[src/verilog/ckd_pkg.sv]
/*
 * Constants, encodings and carrier types shared by the clock divider and
 * power-state controller. Assumes a single 10 MHz input clock domain.
 */
`default_nettype none

package ckd_pkg;

	// ------------------------------------------------------------------
	// Register map
	// ------------------------------------------------------------------
	localparam int REG_AW = 9;
	localparam logic [8:0] OFS_ALIGN_CTRL = 9'h100;
	localparam logic [8:0] OFS_DIV_RATIO = 9'h0F0;
	localparam logic [8:0] OFS_DUTY_CTRL = 9'h0F1;
	localparam logic [8:0] OFS_POWER_MODE = 9'h0F2;
	localparam logic [8:0] OFS_CLK_STATUS = 9'h0F3;

	// ------------------------------------------------------------------
	// Field positions and reset values
	// ------------------------------------------------------------------
	localparam int ALIGN_EN_BIT = 1;
	localparam int ALIGN_FIRST_BIT = 2;
	localparam int DUTY_EN_BIT = 0;
	localparam logic [7:0] ALIGN_CTRL_RST = 8'h00;
	localparam logic [2:0] DIV_RATIO_RST = 3'h0;
	localparam logic [7:0] DUTY_CTRL_RST = 8'h01;
	localparam logic [1:0] POWER_MODE_RST = 2'h0;
	localparam logic [1:0] PM_NORMAL = 2'h0;
	localparam logic [1:0] PM_DOWN = 2'h1;
	localparam logic [1:0] PM_STANDBY = 2'h2;

	// ------------------------------------------------------------------
	// Timing
	// ------------------------------------------------------------------
	localparam int CLK_HZ = 10_000_000;
	localparam int RESTORER_MIN_HZ = 20_000_000;
	localparam int RELOCK_MIN_NS = 1500;
	localparam int RELOCK_CYC = (RELOCK_MIN_NS * (CLK_HZ / 1_000_000) + 999) / 1000;
	localparam int RELOCK_W = 8;
	localparam int DOWN_CNT_W = 16;
	localparam int WAKE_SHIFT_DOWN = 2;
	localparam int WAKE_SHIFT_STANDBY = 4;

	// ------------------------------------------------------------------
	// Carriers
	// ------------------------------------------------------------------
	typedef struct packed {
		logic wr;
		logic rd;
		logic [REG_AW-1:0] addr;
		logic [7:0] wdata;
	} ckd_reg_req_t;

	typedef struct packed {
		logic ref_on;
		logic ref_buf_on;
		logic bias_on;
		logic clock_on;
		logic data_out_en;
	} ckd_pwr_ctl_t;

	typedef enum logic [1:0] {
		PS_RUN,
		PS_DOWN,
		PS_STANDBY,
		PS_WAKE
	} ckd_pwr_state_t;

endpackage

`default_nettype wire

[src/verilog/ckd_clock_ctrl.sv]
/*
 * Clock divider, alignment, duty restorer and power-state control.
 * Assumes clk is the undivided input clock, register requests come from the
 * serial control port on clk, and freq_change comes from a rate monitor on clk.
 */
`default_nettype none

module ckd_clock_ctrl #(
	parameter int IN_CLK_HZ = ckd_pkg::CLK_HZ
) (
	input wire logic clk,
	input wire logic rst,
	input wire ckd_pkg::ckd_reg_req_t reg_req,
	output logic [7:0] reg_rdata,
	input wire logic power_down_pin,
	input wire logic align_pin,
	input wire logic freq_change,
	output logic conv_tick,
	output logic conv_clk,
	output ckd_pkg::ckd_pwr_ctl_t pwr_ctl,
	output logic conv_ready,
	output logic duty_cycle_restorer_locked
);

	// Relock wait scaled to the real input rate, rounded up
	localparam int CLK_MHZ = (IN_CLK_HZ + 999_999) / 1_000_000;
	localparam int RELOCK_N = (ckd_pkg::RELOCK_MIN_NS * CLK_MHZ + 999) / 1000;

	// ------------------------------------------------------------------
	// Elaboration checks
	// ------------------------------------------------------------------
	if (IN_CLK_HZ <= 0) begin : g_bad_clk
		$error("IN_CLK_HZ must be positive");
	end
	if (RELOCK_N >= (1 << ckd_pkg::RELOCK_W)) begin : g_bad_relock
		$error("Relock count does not fit its counter");
	end

	// Restorer loop cannot run on a slow clock
	localparam logic RATE_OK = (IN_CLK_HZ >= ckd_pkg::RESTORER_MIN_HZ);

	// ------------------------------------------------------------------
	// State
	// ------------------------------------------------------------------
	typedef struct packed {
		logic [7:0] align_ctrl;
		logic [2:0] ratio_m1;
		logic [7:0] duty_ctrl;
		logic [1:0] power_mode;
		logic armed;
		logic align_prev;
		logic [ckd_pkg::RELOCK_W-1:0] relock_cnt;
		ckd_pkg::ckd_pwr_state_t ps;
		logic [ckd_pkg::DOWN_CNT_W-1:0] down_cnt;
		logic [ckd_pkg::DOWN_CNT_W-1:0] wake_cnt;
		ckd_pkg::ckd_pwr_ctl_t pwr;
		logic ready;
		logic [7:0] rdata;
	} ckd_ctrl_st_t;

	ckd_ctrl_st_t st_ff;
	ckd_ctrl_st_t nxt_st;

	logic [1:0] pins_s;
	logic pd_pin_s;
	logic align_s;
	logic wr_align;
	logic wr_ratio;
	logic align_pulse;
	logic align_take;
	logic restorer_active;
	logic restorer_locked;
	logic any_pd;
	logic stby_req;
	logic [7:0] status;

	function automatic logic hit(input logic [ckd_pkg::REG_AW-1:0] a,
		input logic [ckd_pkg::REG_AW-1:0] ofs);
		hit = (a == ofs);
	endfunction

	function automatic ckd_pkg::ckd_pwr_ctl_t pwr_for(input ckd_pkg::ckd_pwr_state_t s);
		ckd_pkg::ckd_pwr_ctl_t p;
		p = '0;
		case (s)
			ckd_pkg::PS_RUN: begin
				p = '1;
			end
			ckd_pkg::PS_STANDBY: begin
				// Reference kept alive for a quick return
				p.ref_on = 1'b1;
				p.ref_buf_on = 1'b1;
			end
			ckd_pkg::PS_WAKE: begin
				// Drivers stay off until recharge completes
				p = '1;
				p.data_out_en = 1'b0;
			end
			default: begin
				// Everything off, drivers high-impedance
				p = '0;
			end
		endcase
		return p;
	endfunction

	// ------------------------------------------------------------------
	// Pin synchronisers
	// ------------------------------------------------------------------
	ckd_sync #(
		.W(2)
	) u_sync (
		.clk(clk),
		.rst(rst),
		.din({align_pin, power_down_pin}),
		.dout(pins_s)
	);

	assign pd_pin_s = pins_s[0];
	assign align_s = pins_s[1];

	// ------------------------------------------------------------------
	// Divider
	// ------------------------------------------------------------------
	ckd_divider u_div (
		.clk(clk),
		.rst(rst),
		.run(st_ff.pwr.clock_on),
		.ratio_m1(st_ff.ratio_m1),
		.restore_on(restorer_locked),
		.align(align_take),
		.conv_tick(conv_tick),
		.conv_clk(conv_clk)
	);

	// ------------------------------------------------------------------
	// Combinational decode
	// ------------------------------------------------------------------
	always_comb begin
		wr_align = reg_req.wr && hit(reg_req.addr, ckd_pkg::OFS_ALIGN_CTRL);
		wr_ratio = reg_req.wr && hit(reg_req.addr, ckd_pkg::OFS_DIV_RATIO);
		// Sampled on the undivided clock, rising transition only
		align_pulse = align_s && !st_ff.align_prev;
		align_take = 1'b0;
		if (align_pulse && st_ff.align_ctrl[ckd_pkg::ALIGN_EN_BIT] && st_ff.pwr.clock_on) begin
			// Every pulse, or only the armed one
			align_take = !st_ff.align_ctrl[ckd_pkg::ALIGN_FIRST_BIT] || st_ff.armed;
		end
		// Any ratio above 1 overrides the enable bit
		restorer_active = RATE_OK &&
			(st_ff.duty_ctrl[ckd_pkg::DUTY_EN_BIT] || (st_ff.ratio_m1 != 3'h0));
		restorer_locked = restorer_active && (st_ff.relock_cnt == '0);
		any_pd = pd_pin_s || (st_ff.power_mode == ckd_pkg::PM_DOWN);
		stby_req = (st_ff.power_mode == ckd_pkg::PM_STANDBY);
		status = {2'h0, st_ff.ready, st_ff.armed, (st_ff.ps == ckd_pkg::PS_STANDBY),
			(st_ff.ps == ckd_pkg::PS_DOWN), restorer_locked, restorer_active};
	end

	// ------------------------------------------------------------------
	// Next state
	// ------------------------------------------------------------------
	always_comb begin
		nxt_st = st_ff;
		nxt_st.align_prev = align_s;

		// Register writes
		if (wr_align) begin
			nxt_st.align_ctrl = reg_req.wdata;
		end
		if (wr_ratio) begin
			nxt_st.ratio_m1 = reg_req.wdata[2:0];
		end
		if (reg_req.wr && hit(reg_req.addr, ckd_pkg::OFS_DUTY_CTRL)) begin
			nxt_st.duty_ctrl = reg_req.wdata;
		end
		if (reg_req.wr && hit(reg_req.addr, ckd_pkg::OFS_POWER_MODE)) begin
			nxt_st.power_mode = reg_req.wdata[1:0];
		end

		// Arming: a write in the same cycle as a honoured pulse re-arms
		if (wr_align) begin
			nxt_st.armed = 1'b1;
		end else if (align_take) begin
			nxt_st.armed = 1'b0;
		end

		// Relock interval after any rate change or clock restart
		if (freq_change || !st_ff.pwr.clock_on || !restorer_active ||
			(wr_ratio && (reg_req.wdata[2:0] != st_ff.ratio_m1))) begin
			nxt_st.relock_cnt = ckd_pkg::RELOCK_W'(RELOCK_N);
		end else if (st_ff.relock_cnt != '0) begin
			nxt_st.relock_cnt = st_ff.relock_cnt - 1'b1;
		end

		// Power-state machine
		case (st_ff.ps)
			ckd_pkg::PS_RUN: begin
				nxt_st.down_cnt = '0;
				if (any_pd) begin
					nxt_st.ps = ckd_pkg::PS_DOWN;
				end else if (stby_req) begin
					nxt_st.ps = ckd_pkg::PS_STANDBY;
				end
			end
			ckd_pkg::PS_DOWN, ckd_pkg::PS_STANDBY: begin
				// Time spent down, saturating
				if (st_ff.down_cnt != '1) begin
					nxt_st.down_cnt = st_ff.down_cnt + 1'b1;
				end
				if (any_pd) begin
					nxt_st.ps = ckd_pkg::PS_DOWN;
				end else if (stby_req) begin
					nxt_st.ps = ckd_pkg::PS_STANDBY;
				end else begin
					// Leave only when neither request stands
					nxt_st.ps = ckd_pkg::PS_WAKE;
					// Recharge time follows time down standby is shorter
					if (st_ff.ps == ckd_pkg::PS_STANDBY) begin
						nxt_st.wake_cnt = st_ff.down_cnt >> ckd_pkg::WAKE_SHIFT_STANDBY;
					end else begin
						nxt_st.wake_cnt = st_ff.down_cnt >> ckd_pkg::WAKE_SHIFT_DOWN;
					end
				end
			end
			ckd_pkg::PS_WAKE: begin
				if (any_pd) begin
					nxt_st.ps = ckd_pkg::PS_DOWN;
					nxt_st.down_cnt = '0;
				end else if (stby_req) begin
					nxt_st.ps = ckd_pkg::PS_STANDBY;
					nxt_st.down_cnt = '0;
				end else if (st_ff.wake_cnt == '0) begin
					nxt_st.ps = ckd_pkg::PS_RUN;
				end else begin
					nxt_st.wake_cnt = st_ff.wake_cnt - 1'b1;
				end
			end
			default: begin
				nxt_st.ps = ckd_pkg::PS_DOWN;
			end
		endcase
		nxt_st.pwr = pwr_for(nxt_st.ps);
		nxt_st.ready = (nxt_st.ps == ckd_pkg::PS_RUN);

		// Register read data, zero for unmapped offsets
		if (reg_req.rd) begin
			case (reg_req.addr)
				ckd_pkg::OFS_ALIGN_CTRL: nxt_st.rdata = st_ff.align_ctrl;
				ckd_pkg::OFS_DIV_RATIO: nxt_st.rdata = {5'h00, st_ff.ratio_m1};
				ckd_pkg::OFS_DUTY_CTRL: nxt_st.rdata = st_ff.duty_ctrl;
				ckd_pkg::OFS_POWER_MODE: nxt_st.rdata = {6'h00, st_ff.power_mode};
				ckd_pkg::OFS_CLK_STATUS: nxt_st.rdata = status;
				default: nxt_st.rdata = 8'h00;
			endcase
		end
	end

	// ------------------------------------------------------------------
	// Registers
	// ------------------------------------------------------------------
	always_ff @(posedge clk) begin
		if (rst) begin
			st_ff <= '0;
			st_ff.align_ctrl <= ckd_pkg::ALIGN_CTRL_RST;
			st_ff.ratio_m1 <= ckd_pkg::DIV_RATIO_RST;
			st_ff.duty_ctrl <= ckd_pkg::DUTY_CTRL_RST;
			st_ff.power_mode <= ckd_pkg::POWER_MODE_RST;
			st_ff.relock_cnt <= ckd_pkg::RELOCK_W'(RELOCK_N);
			st_ff.ps <= ckd_pkg::PS_RUN;
			st_ff.pwr <= '1;
			st_ff.ready <= 1'b1;
		end else begin
			st_ff <= nxt_st;
		end
	end

	assign reg_rdata = st_ff.rdata;
	assign pwr_ctl = st_ff.pwr;
	assign conv_ready = st_ff.ready;
	assign duty_cycle_restorer_locked = restorer_locked;

endmodule

`default_nettype wire

[src/verilog/ckd_divider.sv]
/*
 * Integer clock divider with alignment reset and duty shaping.
 * Assumes ratio and control inputs come from logic on the same clock.
 */
`default_nettype none

module ckd_divider (
	input wire logic clk,
	input wire logic rst,
	input wire logic run,
	input wire logic [2:0] ratio_m1,
	input wire logic restore_on,
	input wire logic align,
	output logic conv_tick,
	output logic conv_clk
);

	typedef struct packed {
		logic [2:0] cnt;
		logic tick;
		logic lvl;
	} ckd_div_st_t;

	ckd_div_st_t st_ff;
	ckd_div_st_t nxt_st;
	logic [2:0] cnt_next;
	logic [3:0] high_len;

	always_comb begin
		nxt_st = st_ff;
		high_len = ({1'b0, ratio_m1} + 4'h2) >> 1;
		if (st_ff.cnt >= ratio_m1) begin
			cnt_next = 3'h0;
		end else begin
			cnt_next = st_ff.cnt + 3'h1;
		end
		if (!run) begin
			// Clock stopped: hold the initial state
			nxt_st = '0;
		end else if (align) begin
			// Period restarts on the accepted pulse
			nxt_st.cnt = 3'h0;
			nxt_st.tick = 1'b1;
			nxt_st.lvl = 1'b1;
		end else begin
			nxt_st.cnt = cnt_next;
			nxt_st.tick = (cnt_next == 3'h0);
			if (restore_on) begin
				// Rising edge kept, falling edge placed at half period
				// Level may rise only at period start, so a relock mid-period
				// never makes an extra sampling edge
				nxt_st.lvl = ({1'b0, cnt_next} < high_len) && ((cnt_next == 3'h0) || st_ff.lvl);
			end else begin
				// Bypassed: one raw input high phase per period
				nxt_st.lvl = (cnt_next == 3'h0);
			end
		end
	end

	always_ff @(posedge clk) begin
		if (rst) begin
			st_ff <= '0;
		end else begin
			st_ff <= nxt_st;
		end
	end

	assign conv_tick = st_ff.tick;
	assign conv_clk = st_ff.lvl;

endmodule

`default_nettype wire

[src/verilog/ckd_sync.sv]
/*
 * Two-stage synchroniser for pin levels.
 * Assumes inputs are asynchronous to clk; only stage two is read outside.
 */
`default_nettype none

module ckd_sync #(
	parameter int W = 1
) (
	input wire logic clk,
	input wire logic rst,
	input wire logic [W-1:0] din,
	output logic [W-1:0] dout
);

	typedef struct packed {
		logic [W-1:0] s1;
		logic [W-1:0] s2;
	} ckd_sync_st_t;

	ckd_sync_st_t st_ff;
	ckd_sync_st_t nxt_st;

	always_comb begin
		nxt_st = st_ff;
		nxt_st.s1 = din;
		nxt_st.s2 = st_ff.s1;
	end

	always_ff @(posedge clk) begin
		if (rst) begin
			st_ff <= '0;
		end else begin
			st_ff <= nxt_st;
		end
	end

	assign dout = st_ff.s2;

endmodule

`default_nettype wire
[config.mk]
export PLATFORM = sky130hd
export DESIGN_NAME = ckd_clock_ctrl
export DESIGN_NICKNAME = d
export VERILOG_FILES = /design/src/verilog/ckd_pkg.sv /design/src/verilog/ckd_clock_ctrl.sv /design/src/verilog/ckd_divider.sv /design/src/verilog/ckd_sync.sv
export SDC_FILE = /design/constraint.sdc
export NUM_CORES = 1
export LEC_CHECK = 0
export CAP_MARGIN = 20
export CORE_ASPECT_RATIO = 1.2
export CORE_MARGIN = 2
export CORE_UTILIZATION = 60
export CTS_BUF_LIST = sky130_fd_sc_hd__clkbuf_4
export DETAILED_ROUTE_END_ITERATION = 8
export DONT_BUFFER_PORTS = 1
export PLACE_DENSITY = 0.82
export SLEW_MARGIN = 20
export SYNTH_ARGS = -nofsm -noshare
export SYNTH_HDL_FRONTEND = slang
export SYNTH_SLANG_ARGS = --single-unit
[constraint.sdc]
create_clock -name clk -period 2.6 [get_ports clk]
set_clock_uncertainty 0.05 [all_clocks]
set_input_delay 0.26 -clock clk [delete_from_list [all_inputs] [get_ports clk]]
set_output_delay 0.26 -clock clk [all_outputs]
set_load 0.01 [all_outputs]
==> metrics, run 1 <==
n_diodes 0; setup_tns 0 ps; Routed Antenna Nets 0; flip-flop and latch area roughly 1500 sq um; worst vdd ir between 300 and 400 uV; Startpoint Class flop; slew margin rel. 0.474; synthesized net count 551; Cell Area, Synth a little over 4000 sq um; Die ar. 7520 sq um; global-route wire length before repair approximately 17000 microns; Worst path max stage delay ~350 ps; EDFF count, synth 0; critical path arrival approximately 2700 ps; critical path type flop to flop; max-cap viol count 0; footprint of the multi-input gates about 2300 sq um; most frequent cells in the layout 76 x dfxtp_1, 54 x a21oi_1, 45 x nand2_1; row count 33; drt drc 0; Slew @ Worst Pin 789 ps; Slowest-stage cell, CP dfxtp_1; Max Fclk a little over 0.4 GHz; total number of yosys warnings 0; mean number of vias per cell approximately 6.5; initial core utilization 0.610; Final Cycle Share 0.930; status finished, final reports clean; Max Root-Sink Buffers 2; RSZ-0062 raised after global routing false; Filler cells ~550; synth top area cells dfxtp_1 37%, a21oi_1 6.6%, nand2_1 4.1%, nand3_1 4.0%, o21ai_0 3.9%; total grt overflow 0; HPWL after detailed placement ~6700 microns; final WL roughly 10000 microns; first drt pass iteration count 5; number of global-route vias before repair 3677; Total Routing Usage GR 0.279; Die Y 94.6 microns; worst path cell trace inv_1, ha_1, nor3b_2, nand4_1, o31a_1, o21ai_0, ha_1, or2_2; most frequent CP cell ha_1; Leak ~1.5 nW; worst endpoint required time roughly 2900 ps; clk slew on worst S/H paths ~140 ps; final setup vio count 0; Synth cell types 60; post-synthesis sequential area ratio 0.371; Critical Path Fanout Max 4; Gate Count Post-Synth roughly 520; H-Tree Level Count 3; I/O pin cnt between 40 and 50; Mean Syn Cell Area ~8 sq um; routability cong. between 0.8 and 0.9; Layout area overhead 8.05%; TritonCTS clock tree built; 1st-iter DRT viols 300; detailed-route wire length per cell between 15 and 20 microns; final count of hold timing violations 0; HP Class primary input to flop; largest net degree at the start of global routing 64; fraction of registers with async set or reset after synthesis 0; DR vias just under 4000; layout cells sized above 1 0.0916; Clk Latency, worst-skew pair approximately 440 ps; initial antenna violation count 0; fin crit period between 2000 and 2500 ps; PortBufs 0; Synth Flop Type dfxtp_1; Critical Path Sink Type flop; Root Buffer clkbuf_4; total CTS buffers 9; Die Wd approximately 80 microns; synthesis-stage register bit count 76; core area 6730 sq um; Slew Viols, Final 0; Clock Sinks 76; area share of the largest cell type after synthesis 0.371; Hold WS 18.7 ps; Pwr per Cell Area roughly 510 nW/um^2; most common cell after layout, fill and taps aside dfxtp_1; nets 545; area leader, netlist dfxtp_1
[worst paths after layout]
check | from | end | slack [ps] | cells past startpoint
setup / recovery | st_ff[14] | pwr_ctl[2] | 180 | 8
hold / removal | reg_req[17] | reg_rdata[3] | 20 | 2
setup reg to reg | st_ff[14] | pwr_ctl[2] | 180 | 8
hold reg to reg | u_sync.nxt_st[1] | u_sync.dout[1] | 400 | 1
[through the flow]
stage	util	worst slack (ps)	instance area [sq um]	std cells	power, mW
floorplan	-	23.8	4110	515	1.35
global placement	0.604	186	4060	568	1.34
detailed placement	0.604	85.7	4060	568	1.34
CTS	0.658	69.8	4430	600	2.28
global route	0.659	23.0	4440	600	2.37
finish	0.659	183	4440	600	2.28
[state kept, by name (all words and copies together), names as in the netlist]
signal and count:
pwr_ctl 3, st_ff 57, u_div.st_ff 3, reg_rdata 8, u_div.conv_clk 1, u_sync.nxt_st 2
u_sync.dout 2
[report_power, final]
part	switching [mW]	total, mW	internal [mW]
Combinational	0.0924	0.158	0.0658
Clock	0.432	0.917	0.485
Sequential	0.0231	1.21	1.18
Total	0.547	2.28	1.73
[worst max-delay path, delay by kind of cell (launching register included)]
kind | cells | cell delay (ps)
adders and majority gates | 2 | 480
and+or+nand+nor | 3 | 760
buffers and inverters | 1 | 80
AOI/OAI and AO/OA | 2 | 600
DFF | 1 | 350
[cell families after synthesis]
kind of cell             share of synthesized area
AO/OA/AOI/OAI                                0.209
XOR/XNOR                                   0.00854
adder cells (fa/ha/maj)                     0.0390
buffers and inverters                       0.0799
flip-flops                                   0.371
multiplexers                                0.0402
other                                     0.000913
AND/OR/NAND/NOR                              0.251
[cell usage after synthesis (7+ instances only)]
cell type,count
a21oi_1,54
o21ai_0,32
dfxtp_1,76
buf_4,15
or3_1,8
nand4_1,7
nor3_1,19
nor2_1,41
ha_1,12
nor2b_1,7
a211oi_1,8
nand2_1,45
clkbuf_1,23
buf_2,7
inv_1,16
nand3_1,33
mux2i_1,12
[per-layer routing]
layer  up-vias  GRT usage  wire [microns]
met5         -          0               0
met1      1835      0.329            4000
met4         0      0.138             370
li1       1839          -               -
met3        39     0.0526             606
met2       180      0.482            5160
[layout make-up]
| class | instances | area share |
|---|---|---|
| well taps | 87 | 0.0245 |
| flip-flops and latches | 76 | 0.343 |
| clock buffers | 9 | 0.0152 |
| repair buffers | 32 | 0.0677 |
| clock inverters | 6 | 0.0254 |
| multi-input cells | 373 | 0.510 |
| inverters | 17 | 0.0144 |
[timing repair]
| item | 4_1_cts | 5_1_grt |
|---|---|---|
| hold buffers | 17 | 0 |
| resized for setup | 0 | 1 |
| setup endpoints to repair | 0 | 5 |
| setup buffers | 0 | 0 |
| endpoints found under the hold margin | 68 | 0 |
(Power assumes the default switching activity.)
==> inputs of run 2 (changes only) <==
Settings changed: ABC_AREA set to 1, CORE_UTILIZATION 60 to 58, CTS_BUF_LIST sky130_fd_sc_hd__clkbuf_4 to not set, PLACE_DENSITY 0.82 to 0.79.
==> run 2 against run 1 <==
Against the previous run:
- clock power down 7.2%
- combinational power rose by 100%
- worst setup slack better by 140 ps
- sequential cell count unchanged
- sequential share of layout area is 1.1 points lower
- hold slack better by 2.0 ps
- maximum frequency rose by 6.2%
- design area increased by 3.2%
- cell count increased by 27%
- highest routed layer unchanged
==> metrics, run 2 <==
Synth Flop Type dfxtp_1 (unchanged); Post-DP Area 4350 sq um (was 4060 sq um); Synth cell types 37 (was 60); Pwr per Cell Area 521 nW/um^2 (was 514 nW/um^2); worst endpoint required time 2800 ps (was 2880 ps); NetSw 0.730 mW (was 0.547 mW); HP Class primary input to flop (unchanged); Mean Syn Cell Area 6.51 sq um (was 7.97 sq um); nets 700 (was 545); Die Wd 83.7 microns (was 79.5 microns); most frequent cells in the layout 141 x nand2_1, 94 x nor2_1, 77 x inv_1 (was 76 x dfxtp_1, 54 x a21oi_1, 45 x nand2_1); Slowest-stage cell, CP ha_1 (was dfxtp_1); max-cap viol count 0 (unchanged); max reg flops 57 (unchanged); Total Routing Usage GR 0.252 (was 0.279); slew margin rel. 0.551 (was 0.474); Startpoint Class flop (unchanged); number of global-route vias before repair 3895 (was 3677); Post-CTS Resized 0 (unchanged); routability cong. 0.946 (was 0.879); HPWL after detailed placement 7390 microns (was 6700 microns); synthesized net count 715 (was 551); status finished, final reports clean (unchanged); Power Total 2.38 mW (was 2.28 mW); total grt overflow 0 (unchanged); core area 7320 sq um (was 6730 sq um); synth top area cells dfxtp_1 34%, nand2_1 12%, nor2_1 8.0%, nand3_1 6.9%, a21oi_1 6.6% (was dfxtp_1 37%, a21oi_1 6.6%, nand2_1 4.1%, nand3_1 4.0%, o21ai_0 3.9%); total CTS buffers 9 (unchanged); H-Tree Level Count 3 (unchanged); critical path type flop to flop (unchanged); final WL 10300 microns (was 10100 microns); Net Sw Frac 0.306 (was 0.240); global-route wire length before repair 17200 microns (was 16800 microns); worst path cell trace inv_1, ha_1, inv_1, nand2_1, nor2_1, a211oi_1, o21ai_0, nand2_1, ha_1, or2_2 (was inv_1, ha_1, nor3b_2, nand4_1, o31a_1, o21ai_0, ha_1, or2_2); Gate Count Post-Synth 679 (was 515); most common cell after layout, fill and taps aside nand2_1 (was dfxtp_1); Worst Reg-to-Reg Cells 10 (was 8); Reg with most FFs st_ff (unchanged); layout cells sized above 1 0.0897 (was 0.0916); I/O pin cnt 41 (unchanged); Reg2Reg Setup Slack 320 ps (was 180 ps); final core occ 0.626 (was 0.659); sequential power share 0.510 (was 0.529); placed cells 739 (was 568); Root Buffer clkbuf_8 (was clkbuf_4); Die ar. 8340 sq um (was 7520 sq um); Routed Antenna Nets 0 (unchanged); Post-Place Worst Slack 356 ps (was 85.7 ps); Slew Viols, Final 0 (unchanged); Leak 1.76 nW (was 1.53 nW); DR vias 4188 (was 3893); post-synthesis sequential area ratio 0.344 (was 0.371); postcts setup bufs 0 (unchanged); most frequent cell after synthesis nand2_1 (was dfxtp_1); Clock power frac 0.357 (was 0.402); post-route cell area 4580 sq um (was 4440 sq um); detailed-route wire length per cell 13.6 microns (was 16.9 microns); Clock Sinks 76 (unchanged); drt drc 0 (unchanged); fraction of registers with async set or reset after synthesis 0 (unchanged); total number of yosys warnings 0 (unchanged); Worst path max stage delay 400 ps (was 350 ps); mean number of vias per cell 5.52 (was 6.49); Hold WS 20.7 ps (was 18.7 ps); Slew @ Worst Pin 673 ps (was 789 ps); RSZ-0062 raised after global routing false (unchanged); EDFF count, synth 0 (unchanged); row count 34 (was 33); clk slew on worst S/H paths 90 ps (was 140 ps); Commonest cells post-synth 141 x nand2_1, 94 x nor2_1, 77 x inv_1 (was 76 x dfxtp_1, 54 x a21oi_1, 45 x nand2_1); initial core utilization 0.604 (was 0.610); setup_tns 0 ps (unchanged); final count of hold timing violations 0 (unchanged); PortBufs 0 (unchanged); Max Fclk 0.439 GHz (was 0.414 GHz); Max Root-Sink Buffers 2 (unchanged); Final Cycle Share 0.876 (was 0.930); first drt pass iteration count 7 (was 5); largest net degree at the start of global routing 33 (was 64); synthesis-stage register bit count 76 (unchanged); Finished Layout Cells 759 (was 600); final worst setup slack 323 ps (was 183 ps); Clk Latency, worst-skew pair 360 ps (was 440 ps); TritonCTS clock tree built (unchanged); critical path arrival 2480 ps (was 2700 ps); Pint 1.65 mW (was 1.73 mW); fin crit period 2280 ps (was 2420 ps); part of the power in combinational logic 0.133 (was 0.069); n_diodes 0 (unchanged); initial antenna violation count 0 (unchanged); Filler cells 692 (was 548); worst hold stages 3 (was 2); 1st-iter DRT viols 196 (was 300); Critical Path Sink Type flop (unchanged); area share of the largest cell type after synthesis 0.344 (was 0.371); Layout area overhead 3.54% (was 8.05%); Cell Area, Synth 4420 sq um (was 4110 sq um); final setup vio count 0 (unchanged); area leader, netlist dfxtp_1 (unchanged); Die Y 99.6 microns (was 94.6 microns); worst vdd ir 280 uV (was 324 uV); Critical Path Fanout Max 5 (was 4)
[run 2: cell count changes after synthesis, moves of 13 or more]
cell,change
o21ai_0,+23
nand2_1,+96
nand3_1,+28
nor2_1,+53
nor3_1,-16
clkbuf_1,-13
inv_1,+61
[run 2: per-layer routing]
metal,vias up,part of all wire,GRT usage,wire length (microns)
met4,0,0.021,0.0931,219
li1,2137,-,-,-
met3,22,0.068,0.0631,703
met5,-,0,0,0
met2,145,0.50,0.458,5170
met1,1884,0.41,0.285,4200
[run 2: power groups by stage]
stage          registers [mW]  logic (mW)  clock network [mW]
2_1_floorplan            1.23       0.263                   0
3_3_place_gp             1.24       0.290                   0
3_5_place_dp             1.24       0.299                   0
4_1_cts                  1.21       0.316               0.860
5_1_grt                  1.22       0.365               0.905
6_report                 1.22       0.318               0.851
[run 2: kinds of logic after synthesis]
logic type / after synthesis / share of synthesized area
and+or+nand+nor: 333 / 0.330
AOI/OAI and AO/OA: 130 / 0.158
buffers and inverters: 124 / 0.128
DFF: 76 / 0.344
adders and majority gates: 12 / 0.0340
xor gates and xnor gates: 2 / 0.00396
other: 1 / 0.000848
muxes: 1 / 0.00226
[run 2: path summary, 6_finish.rpt]
check,start,end
max reg2reg,st_ff[46],pwr_ctl[2]
max,st_ff[46],pwr_ctl[2]
min reg2reg,u_sync.nxt_st[0],u_sync.dout[0]
min,rst,st_ff[43]
[run 2: area by class of cell]
type                    instances  area, sq um  area share
multi-input cells             479         2340       0.510
flip-flops and latches         76         1520       0.332
inverters                      88          332      0.0724
clock buffers                   9          124      0.0271
well taps                      90          113      0.0246
repair buffers                 10         95.1      0.0208
clock inverters                 7         57.6      0.0126
[run 2: worst max-delay path: cells and delay by family, from the launching register on]
| family | cells | cell delay (ps) |
|---|---|---|
| DFF | 1 | 370 |
| adders and majority gates | 2 | 620 |
| buffers and inverters | 2 | 260 |
| and+or+nand+nor | 4 | 570 |
| AOI/OAI and AO/OA | 2 | 300 |
[run 2: timing repair]
action	in CTS	in global routing
endpoints found under the hold margin	32	0
setup endpoints to repair	0	0
hold buffers	4	0
